===== src/hdl/adder_ctrl_pkg.sv =====
// Constants for the ripple adder chain controller.
// Assumes a chain of gated full adder stages outside, bit 1 lowest.
package adder_ctrl_pkg;
  localparam int unsigned CHAIN_WIDTH = 4;
  localparam logic        RST_LEVEL   = 1'b0;
  localparam logic        CARRY_SUB   = 1'b1;
  localparam logic        CARRY_ADD   = 1'b0;
  localparam logic [1:0]  SEL_A1_B1   = 2'h0;
  localparam logic [1:0]  SEL_A1_B2   = 2'h1;
  localparam logic [1:0]  SEL_A2_B1   = 2'h2;
  localparam logic [1:0]  SEL_A2_B2   = 2'h3;
endpackage


===== src/hdl/adder_chain_ctrl.sv =====
// Controller that drives a chain of gated ripple full adder stages.
// Assumes stage outputs arrive asynchronously; they are synchronised here.
`timescale 1ns/1ps

// What this block does
// - Direct inputs low when wired node drives
// - Wired node open when direct inputs drive
// - Even stages inverted operands, complemented sum used
// - Odd stages noninverted operands, true incoming carry
// - Subtract: carry-in one, subtrahend complemented
// - Adder control on odd second inputs, even controls
// - Subtractor control pattern alternates by stage
// - First A plus first B: second controls low
// - Other pairings hold unused controls low
// - Wired selection: even bits complemented
module adder_chain_ctrl #(
  parameter int unsigned WIDTH = adder_ctrl_pkg::CHAIN_WIDTH
) (
  input  wire logic             i_sys_clk,
  input  wire logic             i_rst_n,
  input  wire logic [WIDTH-1:0] i_reg_a1,
  input  wire logic [WIDTH-1:0] i_reg_a2,
  input  wire logic [WIDTH-1:0] i_reg_b1,
  input  wire logic [WIDTH-1:0] i_reg_b2,
  input  wire logic [1:0]       i_sel,
  input  wire logic             i_subtract,
  input  wire logic             i_enable,
  input  wire logic [WIDTH-1:0] i_stage_sum,
  input  wire logic [WIDTH-1:0] i_stage_sum_n,
  input  wire logic             i_stage_carry_n,
  output logic [WIDTH-1:0]      o_first_operand_direct_input_one,
  output logic [WIDTH-1:0]      o_first_operand_direct_input_two,
  output logic [WIDTH-1:0]      o_second_operand_direct_input_one,
  output logic [WIDTH-1:0]      o_second_operand_direct_input_two,
  output logic [WIDTH-1:0]      o_first_operand_control_input,
  output logic [WIDTH-1:0]      o_second_operand_control_input,
  output logic [WIDTH-1:0]      o_a_wired_drive,
  output logic [WIDTH-1:0]      o_a_wired_oe,
  output logic [WIDTH-1:0]      o_b_wired_drive,
  output logic [WIDTH-1:0]      o_b_wired_oe,
  output logic                  o_carry_in,
  output logic [WIDTH-1:0]      o_result,
  output logic                  o_carry_out
);

  // ****************************************
  // Stage pin values
  // ****************************************
  logic [WIDTH-1:0] a1_nxt;
  logic [WIDTH-1:0] a2_nxt;
  logic [WIDTH-1:0] b1_nxt;
  logic [WIDTH-1:0] b2_nxt;
  logic [WIDTH-1:0] ac_nxt;
  logic [WIDTH-1:0] bc_nxt;
  logic [WIDTH-1:0] aw_nxt;
  logic [WIDTH-1:0] awe_nxt;
  logic [WIDTH-1:0] bw_nxt;
  logic [WIDTH-1:0] bwe_nxt;
  logic [WIDTH-1:0] a1_r;
  logic [WIDTH-1:0] a2_r;
  logic [WIDTH-1:0] b1_r;
  logic [WIDTH-1:0] b2_r;
  logic [WIDTH-1:0] ac_r;
  logic [WIDTH-1:0] bc_r;
  logic [WIDTH-1:0] aw_r;
  logic [WIDTH-1:0] awe_r;
  logic [WIDTH-1:0] bw_r;
  logic [WIDTH-1:0] bwe_r;
  logic             cin_r;
  wire              use_a2 = i_sel[1];
  wire              use_b2 = i_sel[0];

  // stage operand gating
  // Stage operand as the stage gates it: NOT(NOT(d1&d2) & c)
  function automatic logic stage_operand(input logic d1, input logic d2,
                                         input logic c);
    stage_operand = ~(~(d1 & d2) & c);
  endfunction

  always_comb begin
    for (int i = 0; i < WIDTH; i++) begin
      // even stages (bit 2,4) inverted data
      logic even;
      logic da, db, ctl_a2, ctl_b2;
      even   = (i % 2) == 1;
      da     = use_a2 ? i_reg_a2[i] : i_reg_a1[i];
      db     = (use_b2 ? i_reg_b2[i] : i_reg_b1[i]) ^ i_subtract;
      // even bits complemented for wired path
      da     = da ^ even;
      db     = db ^ even;
      ctl_a2 = i_enable & use_a2;
      ctl_b2 = i_enable & use_b2;
      if (!even) begin
        // odd: operand = d1 & d2; A control held high, B control high on add and i_enable on subtract
        a1_nxt[i] = ~use_a2 & da;
        a2_nxt[i] = ~use_a2 & i_enable;
        b1_nxt[i] = ~use_b2 & db;
        b2_nxt[i] = ~use_b2 & (i_subtract ? 1'b1 : i_enable);
        ac_nxt[i] = 1'b1;
        bc_nxt[i] = i_subtract ? i_enable : 1'b1;
      end else begin
        // Even: operand = ~(d1&d2) & ctl inverted again by stage
        a1_nxt[i] = ~use_a2 & da;
        a2_nxt[i] = ~use_a2;
        b1_nxt[i] = ~use_b2 & db;
        b2_nxt[i] = ~use_b2 & (i_subtract ? i_enable : 1'b1);
        ac_nxt[i] = i_enable;
        bc_nxt[i] = i_subtract ? 1'b1 : i_enable;
      end
      // wired node driven only when selected
      aw_nxt[i]  = ~(da & ctl_a2);
      awe_nxt[i] = use_a2;
      bw_nxt[i]  = ~(db & ctl_b2);
      bwe_nxt[i] = use_b2;
      // disable forces stage sums low: odd stages clear direct input one, even A control, add B control and subtract B direct input two follow i_enable
      if (!i_enable && !even) begin
        a1_nxt[i] = 1'b0;
        b1_nxt[i] = 1'b0;
      end
    end
  end

  // ****************************************
  // Result capture
  // ****************************************
  logic [WIDTH-1:0] s_m_r;
  logic [WIDTH-1:0] s_r;
  logic [WIDTH-1:0] sn_m_r;
  logic [WIDTH-1:0] sn_r;
  logic [WIDTH-1:0] res_r;
  logic             c_m_r;
  logic             c_r;
  logic             cout_r;
  logic [WIDTH-1:0] res_nxt;
  logic             model_unused;

  always_comb begin
    res_nxt      = '0;
    model_unused = stage_operand(1'b0, 1'b0, 1'b0);
    for (int i = 0; i < WIDTH; i++) begin
      res_nxt[i] = (i % 2 == 1) ? sn_r[i] : s_r[i];
    end
  end

  // top carry polarity by chain parity
  wire cout_nxt = (WIDTH % 2 == 1) ? ~c_r : c_r;

  // ****************************************
  // Pin registers
  // ****************************************
  always_ff @(posedge i_sys_clk or negedge i_rst_n) begin
    if (!i_rst_n) begin
      {a1_r, a2_r, b1_r, b2_r}   <= '0;
      {ac_r, bc_r}               <= '0;
      {aw_r, awe_r, bw_r, bwe_r} <= '0;
    end else begin
      {a1_r, a2_r, b1_r, b2_r}   <= {a1_nxt, a2_nxt, b1_nxt, b2_nxt};
      {ac_r, bc_r}               <= {ac_nxt, bc_nxt};
      {aw_r, awe_r, bw_r, bwe_r} <= {aw_nxt, awe_nxt, bw_nxt, bwe_nxt};
    end
  end

  always_ff @(posedge i_sys_clk or negedge i_rst_n) begin
    if (!i_rst_n) begin
      cin_r <= adder_ctrl_pkg::RST_LEVEL;
    end else begin
      cin_r <= i_subtract ? adder_ctrl_pkg::CARRY_SUB : adder_ctrl_pkg::CARRY_ADD;
    end
  end

  // ****************************************
  // Stage output synchronisers
  // ****************************************
  // stages settle without clock
  always_ff @(posedge i_sys_clk or negedge i_rst_n) begin
    if (!i_rst_n) begin
      {s_m_r, s_r}   <= '0;
      {sn_m_r, sn_r} <= '0;
      {c_m_r, c_r}   <= '0;
    end else begin
      s_m_r  <= i_stage_sum;
      s_r    <= s_m_r;
      sn_m_r <= i_stage_sum_n;
      sn_r   <= sn_m_r;
      c_m_r  <= i_stage_carry_n;
      c_r    <= c_m_r;
    end
  end

  // Corrected result registers
  always_ff @(posedge i_sys_clk or negedge i_rst_n) begin
    if (!i_rst_n) begin
      res_r  <= '0;
      cout_r <= 1'b0;
    end else begin
      res_r  <= res_nxt;
      cout_r <= cout_nxt;
    end
  end

  assign o_first_operand_direct_input_one  = a1_r;
  assign o_first_operand_direct_input_two  = a2_r;
  assign o_second_operand_direct_input_one = b1_r;
  assign o_second_operand_direct_input_two = b2_r;
  assign o_first_operand_control_input     = ac_r;
  assign o_second_operand_control_input    = bc_r;
  assign o_a_wired_drive                   = aw_r;
  assign o_a_wired_oe                      = awe_r;
  assign o_b_wired_drive                   = bw_r;
  assign o_b_wired_oe                      = bwe_r;
  assign o_carry_in                        = cin_r;
  assign o_result                          = res_r;
  assign o_carry_out                       = cout_r;

endmodule // adder_chain_ctrl


===== config.mk =====
export PLATFORM = sky130hd
export DESIGN_NAME = adder_chain_ctrl
export DESIGN_NICKNAME = d
export VERILOG_FILES = /design/src/hdl/adder_ctrl_pkg.sv /design/src/hdl/adder_chain_ctrl.sv
export SDC_FILE = /design/constraint.sdc
export NUM_CORES = 1
export LEC_CHECK = 0
export BUFFER_PORTS_ARGS = -buffer_cell sky130_fd_sc_hd__buf_4
export CORE_ASPECT_RATIO = 0.5
export CORE_MARGIN = 10
export CORE_UTILIZATION = 43
export CTS_CLUSTER_DIAMETER = 60
export DETAILED_ROUTE_END_ITERATION = 16
export PLACE_DENSITY = 0.78
export SETUP_SLACK_MARGIN = 0.15
export SYNTH_ARGS = -nofsm -noshare
export SYNTH_HDL_FRONTEND = slang
export SYNTH_SLANG_ARGS = --single-unit

===== constraint.sdc =====
create_clock -name i_sys_clk -period 0.88 [get_ports i_sys_clk]
set_clock_uncertainty 0.1 [all_clocks]
set_input_delay 0.176 -clock i_sys_clk [delete_from_list [all_inputs] [get_ports i_sys_clk]]
set_output_delay 0.176 -clock i_sys_clk [all_outputs]
set_load 0.01 [all_outputs]

==> flow_results.org, run 1 <==
** Outcome
- The run finished, with violations left.
- The final reports fail on negative hold slack, negative setup slack.

** Logic synthesis
- Dividing the synthesized area by the synthesized cell count gives about 15 µm².
- Post-synth EDFFs :: 0
- Async set-or-reset flop fraction in the synthesized netlist :: 1.000
- Synthesis produced a netlist with a net count of 123.
- Synth warn :: 0
- The mapped netlist covers 1385 µm².
- Synthesis produced 92 cells.
- Synth unique cells :: 19
- Counting flops and latches in the post-synthesis netlist gives 42.
- Among all flip-flop cells after synthesis, the most frequent one is dfrtp_1.
- Portion of the post-synthesis area used by sequential elements :: 0.7588

** Critical path
- Traced cell by cell, the critical path runs through buf_4.
- Counting both buffers and inverters, the worst setup path holds a total of 1.
- Data arrival time of the worst path :: 850 ps
- Type of element launching the critical path :: flop
- Required @ worst endpoint :: 600 ps
- Crit path capture type :: output pin
- Max FO, Critical Path :: 4
- The worst register-to-register path begins at s_r[2].
- The slowest stage of the critical path is the dfrtp_1 cell.
- For the worst flop-to-flop path, the logic depth is 0.
- The endpoint identified for the worst register-to-register timing path is o_result[2].
- Internal reg-to-reg setup slack :: 300 ps
- Kind of critical path :: reg2out
- The kind of cell with the highest combined delay along the critical path is flip-flops.
- For this run, the slowest stage of the critical path takes 410 ps.

** STA
- Post-route clock period utilization :: 1.274
- Slew Limit Fails :: 0
- For the finished layout, the period the worst path requires is around 1100 ps.
- Total Negative Setup Slacks :: -9160 ps
- Slew at the pin closest to its max-slew limit :: 506.0 ps
- Total setup violations reported at the end of the flow :: 46
- Timing-limited maximum frequency :: between 0.8 and 0.9 GHz
- Hold timing on the final database bottoms out at a slack of -243.5 ps.
- After layout, the worst setup slack is -241.5 ps.
- Worst relative slew slack :: 0.6627
- Setup repair after global routing could not meet its margin everywhere.
- The final count of hold timing violations was 54.

** Floorplanning
- After floorplanning, the core was divided into 14 placement rows.
- Number of ports placed on the die boundary :: 77
- Total Die Area :: 6029 µm²
- From bottom edge to top edge, the die measures 60.13 µm.
- The core region is 3048 µm².
- The die is 100.3 µm wide.
- Starting density of the core :: 0.4544

** Finish
- Share of cells above drive strength 1 :: 0.5767
- From synthesis to final layout, the design area changed by 57.00%.
- Final net count :: between 150 and 200
- At the end of the flow the core is filled with cells to 0.7135.
- Number of antenna repair diodes :: 0

** Placement
- Global placement routability congestion :: 0.7046
- During placement, the flow inserted port buffers numbering 72.
- Summed over all nets, the half-perimeter wirelength after detailed placement is 2390 µm.

** Clocking
- CTS tree :: built
- Max H-tree Level :: 2
- Post-CTS setup repair buffer count :: 0
- Number of buffers on the longest clock path :: 2
- Post-CTS clock slew at the launch and capture registers of the worst setup and hold paths :: 80 ps
- The tree is rooted in a clkbuf_8.
- For the worst-skew pair, the clock arrives at the later sink with an insertion delay of roughly 280 ps.
- Buffers inserted during clock tree synthesis total 5.
- Clock sink count :: 42

** GRT
- The number of antenna violations at the first check in global routing is 0.
- Pin count of the biggest net entering global routing :: 43
- For this run, the total global-route usage over all layers was measured as 0.1049.
- The first global-routing pass estimated 4774 µm of wire.
- After global routing the overflow that remains totals 0.
- Via count of the first global-routing pass :: 954

** Drt
- In the routed design, unresolved DRC markers number 0.
- In the final routed layout, each cell accounts on average for 15.40 µm.
- Wires add up to 3126 µm.
- In the routed layout, each cell is associated on average with a via count of 4.197.
- The routed layout has 852 vias.
- Remaining antenna violation count after routing :: 0
- Initial DRC count :: 14
- The first detailed-routing pass ran for 2 iterations.

** Pwr
- Total Power Consumption :: 0.003867 W
- Leakage component of the power :: between 1 and 1.5 nW
- Power per Cell Area :: 1778 nW/µm²
- IR analysis of the VDD net gives a maximum drop of roughly 0.0011 V.

** Min path
- The tightest min-delay check is of the in2async type.

** Job
- Number of max-cap violations :: 0
-- Yosys cell counts (2+ instances only) --
cell type,n,area [µm²]
dfrtp_1,42,1051
buf_4,15,112.6
nand3_1,6,30.03
nor2_1,6,22.52
xnor2_1,4,35.03
xor2_1,4,35.03
and2_1,2,12.51
or3_1,2,12.51
-- cells in the final DEF (no fill, tap or decap), types with 2 or more instances in the layout --
| cell | netlist | routed |
|---|---|---|
| xnor2_2 | 0 | 2 |
| dfrtp_1 | 42 | 42 |
| xor2_1 | 4 | 4 |
| buf_4 | 15 | 41 |
| clkbuf_8 | 0 | 6 |
| and2_1 | 2 | 2 |
| nand3_1 | 6 | 6 |
| nor2_1 | 6 | 6 |
| or3_1 | 2 | 2 |
| xnor2_1 | 4 | 2 |
| buf_6 | 1 | 38 |
-- repair_timing --
| action | CTS | global route |
|---|---|---|
| hold endpoints to repair | 56 | 55 |
| resized for setup | 38 | 0 |
| setup endpoints to repair | 46 | 46 |
-- cells by family (layout without fill, tap and decap cells) --
kind of cell,Yosys count,after routing,synth area share
AO/OA/AOI/OAI,1,1,0.003610
XOR/XNOR,8,8,0.05058
buffers and inverters,19,90,0.1003
flip-flops,42,42,0.7588
other,1,1,0.002707
AND/OR/NAND/NOR,21,21,0.08401
-- worst max-delay path by stage --
stage,startpoint,endpoint,slack (ps),depth (start not counted)
4_1_cts,o_a_wired_oe[0],o_a_wired_oe[0],-260,1
6_report,o_a_wired_oe[0],o_a_wired_oe[0],-240,1
3_3_place_gp,i_subtract,o_second_operand_direct_input_two[2],-20,3
3_5_place_dp,i_subtract,o_second_operand_direct_input_one[2],-30,4
5_1_grt,o_a_wired_oe[0],o_a_wired_oe[0],-280,1
2_1_floorplan,o_a_wired_oe[0],o_a_wired_oe[1],40,1
-- stage by stage --
| step | instance area, µm² | cells | setup slack [ps] |
|---|---|---|---|
| floorplan | 1451 | 92 | 37.89 |
| global placement | 1937 | 195 | -24.31 |
| detailed placement | 1937 | 195 | -32.99 |
| CTS | 2175 | 203 | -258.6 |
| global route | 2175 | 203 | -279.4 |
| finish | 2175 | 203 | -241.5 |
-- layout make-up --
cell class / instances / area [µm²]
flip-flops and latches: 42 / 1051
inverters: 2 / 10.01
clock inverters: 2 / 12.51
clock buffers: 6 / 82.58
repair buffers: 80 / 755.7
fillers: 202 / 873.3
multi-input cells: 31 / 212.7
well taps: 40 / 50.05
-- layer usage --
| metal | routed length [µm] | GRT usage | vias to the layer above | share of wire |
|---|---|---|---|---|
| met2 | 1942 | 0.2131 | 25 | 0.62 |
| met1 | 969 | 0.08992 | 415 | 0.31 |
| li1 | - | - | 410 | - |
| met5 | 0 | 0 | - | 0 |
| met4 | 27 | 0.04800 | 0 | 0.0086 |
| met3 | 187 | 0.04028 | 2 | 0.060 |
-- flip-flops by register name, indices dropped and copies added, names as in the netlist --
| name | cells |
|---|---|
| o_first_operand_direct_input_one | 4 |
| o_b_wired_oe | 1 |
| o_result | 4 |
| s_m_r | 2 |
| o_first_operand_control_input | 2 |
| o_carry_in | 1 |
| o_a_wired_drive | 4 |
| s_r | 2 |
| c_r | 1 |
| o_b_wired_drive | 4 |
| o_first_operand_direct_input_two | 2 |
| o_second_operand_direct_input_two | 2 |
| sn_m_r | 2 |
| sn_r | 2 |
| o_second_operand_direct_input_one | 4 |
| o_carry_out | 1 |
| o_second_operand_control_input | 2 |
| o_a_wired_oe | 1 |
| c_m_r | 1 |
-- power breakdown --
part / internal [W] / leakage (nW) / switching [W]
registers: 0.00203 / 0.484 / 0.0000519
logic: 0.000333 / 0.536 / 0.000224
clock network: 0.000629 / 0.0472 / 0.000601
Note: power is estimated with default switching activity, not from simulation.
==> run 2, diff against run 1 <==
- CORE_UTILIZATION: 43 -> 46
- PLACE_DENSITY: 0.78 -> 0.83
- clock period: 0.88 -> 1.3 ns (I/O delays scaled with it)
==> run 2 against run 1 <==
- die area decreased by 4.8%
- non-clock buffer count unchanged
- via count increased by 12%
- flip-flop and latch count unchanged
- the flow now finishes without violations
- first-iteration DRC count increased by 71%
- combinational power decreased by 28%
- largest cell class unchanged
==> flow_results.org, run 2 (same netlist as run 1, synthesis figures left out) <==
** Drt
- The DRC marker count from the first detailed-route iteration came to 24 (+10).
- Residual DRC :: 0 (unchanged)
- The per-cell via count in the routed design came to 4.760 (+13%).
- Remaining antenna violation count after routing :: 0 (unchanged)
- The routed wire length per instance is 23.48 µm (+52%).
- DRT Pass-1 Iters :: 4 (+2)
- The number of vias after detailed routing came to 952 (+12%).
- The total detailed-routing wirelength came to 4695 µm (+50%).

** GRT
- GR Layer Usage met1 :: 0.1411 (+0.05116)
- The total routing resource utilization after global routing was 0.1534 (+0.04848).
- The maximum number of pins on one net before global-route repair came to 43 (unchanged).
- Met3 layer usage reported by global route :: 0.05937 (+0.01910)
- Global-route wire length before repair :: 6561 µm (+37%)
- In this run the most used layer during global routing was met2.
- Met2 Use GR :: 0.3048 (+0.09168)
- Overall overflow remaining after global route :: 0 (unchanged)
- Via count of the first global-routing pass :: 1088 (+14%)
- Number of antenna violations at the first check in global routing :: 0 (unchanged)

** Finish
- Number of antenna repair diodes :: 0 (unchanged)
- The share of final-layout standard cells stronger than drive strength 1 was 0.5276 (-0.04908).
- Fin cells :: 200 (-1.5%)
- The final non-filler cell area was 2193 µm² (+0.86%).
- Most common cell after layout, fill and taps aside :: buf_6
- The net count reported at finish is 193 (unchanged).
- Area growth from synthesis to layout :: 58.36%
- The top cell types in the final layout, fill and taps aside, are 46 x buf_6, 40 x dfrtp_1, 26 x buf_4.

** STA
- Unrepaired setup endpoints after global routing :: true
- Timing-limited maximum frequency :: a little under 0.8 GHz
- The smallest hold slack was 33.07 ps (+276.6 ps).
- Endpoints failing hold :: 0 (-100%)
- The total negative setup slack was 0 ps (+9160 ps).
- In the finished design, the share of the clock period the worst path needs comes to 0.9698.
- The final count of negative-setup-slack endpoints came to 0 (-100%).
- Slew Limit Fails :: 0 (unchanged)
- For the finished layout, the period the worst path requires is 1261 ps.

** Clocking
- The clock slew at the register clock pins of the worst setup and hold paths came to 90 ps (about the same).
- The number of buffers inserted to repair setup after CTS is 0 (unchanged).
- Number of buffers inserted during clock tree synthesis :: 5 (unchanged)
- Clock root buffer :: clkbuf_8
- The number of H-tree levels came to 2 (unchanged).
- The total clock sinks was 42 (unchanged).
- CTS tree :: built
- Clock latency at the later pin of the worst-skew pair :: 290 ps (about the same)
- The maximum count of clock buffers along a single path came to 2 (unchanged).

** Floorplanning
- Die height :: 58.80 µm (-2.2%)
- The core area came to 2733 µm² (-10%).
- Horizontal die dimension :: 97.60 µm (-2.7%)
- Starting density of the core :: 0.5069 (+0.05243)
- The number of primary I/O pins is 77 (unchanged).
- Total Die Area :: 5739 µm² (-4.8%)
- The standard-cell row count is 13 (-1).

** Pwr
- The peak supply drop came to 0.0009986 V (-6.3%).
- The static leakage is 1.053 nW (-1.3%).
- The total power density per cell area came to 1223 nW/µm² (-31%).

** Critical path
- The worst setup path is launched from a flop.
- Worst reg2reg startpoint :: s_m_r[0]
- The number of buffer and inverter instances along the worst setup path came to 1 (unchanged).
- Count of cells along the worst register-to-register path :: 0 (unchanged)
- The largest incremental delay on the critical path came to 460 ps (+50 ps).
- Kind of critical path :: reg2out
- Worst reg2reg endpoint :: s_r[0]
- The required time at the endpoint of the critical path came to 940 ps (+340 ps).
- Internal reg-to-reg setup slack :: 690 ps (+390 ps)
- On the critical path the largest part of the delay comes from flip-flops.
- Max FO, Critical Path :: 4 (unchanged)
- The slowest stage of the critical path is the dfrtp_2 cell.
- Sequence of cells on the critical path :: buf_6
- Data arrival time of the worst path :: 900 ps (+50 ps)
- Crit path capture type :: output pin

** Job
- Number of max-cap violations :: 0 (unchanged)

** Min path
- The worst hold path begins at i_sel[1].
- Hold Crit Endpoint :: o_a_wired_oe[0]
- Along the worst hold path, the cell count comes to 1.
- Path type of the worst min-delay path :: in2reg

** Placement
- The total instance count after detailed placement came to 184 (-5.6%).
- The post-placement cell area came to 1843 µm² (-4.8%).
- Port buffer count :: 72 (unchanged)
- Global placement routability congestion :: 0.7240 (+2.8%)

** Outcome
- The run finished with clean final reports.
-- run 2: what timing repair did --
item / CTS / global route
endpoints found under the hold margin: 49 / 0
hold buffers: 8 / 0
pin swaps: 0 / 0
resized for setup: 36 / 12
setup endpoints to repair: 43 / 46
-- run 2: area by class of cell --
type / count / area [µm²]
clock buffers: 6 / 82.58
clock inverters: 2 / 12.51
fillers: 137 / 539.3
inverters: 2 / 10.01
multi-input cells: 31 / 195.2
flip-flops and latches: 42 / 1054
well taps: 37 / 46.29
repair buffers: 80 / 793.3
-- run 2: how the worst max path moves through the flow --
| stage | start | to | slack (ps) | cells after the start |
|---|---|---|---|---|
| 3_3_place_gp | i_subtract | o_second_operand_direct_input_two[2] | 220 | 3 |
| 5_1_grt | o_a_wired_oe[0] | o_a_wired_oe[1] | 6 | 1 |
| 3_5_place_dp | i_subtract | o_second_operand_direct_input_two[2] | 200 | 3 |
| 2_1_floorplan | i_enable | o_second_operand_direct_input_two[2] | 310 | 3 |
| 6_report | o_a_wired_oe[0] | o_a_wired_oe[1] | 40 | 1 |
| 4_1_cts | o_a_wired_oe[0] | o_a_wired_oe[3] | 50 | 1 |
-- run 2: metrics by stage --
stage	total power [W]	worst slack (ps)	util
3_3_place_gp	0.001727	217.1	0.6745
2_1_floorplan	0.001551	310.7	-
5_1_grt	0.002791	5.584	0.8027
4_1_cts	0.002645	54.38	0.7880
6_report	0.002683	39.20	0.8027
3_5_place_dp	0.001742	202.2	0.6745
-- run 2: power breakdown --
part | leakage [nW] | switching [W] | total [W] | internal (W)
Sequential | 0.482 | 0.0000477 | 0.00142 | 0.00137
Clock | 0.0472 | 0.000437 | 0.000864 | 0.000427
Combinational | 0.524 | 0.000173 | 0.000399 | 0.000226
-- run 2: routing by layer --
layer / wire [µm] / vias to the layer above
met1: 1645 / 475
met2: 2612 / 56
li1: - / 407
met5: 0 / -
met3: 279 / 14
met4: 158 / 0
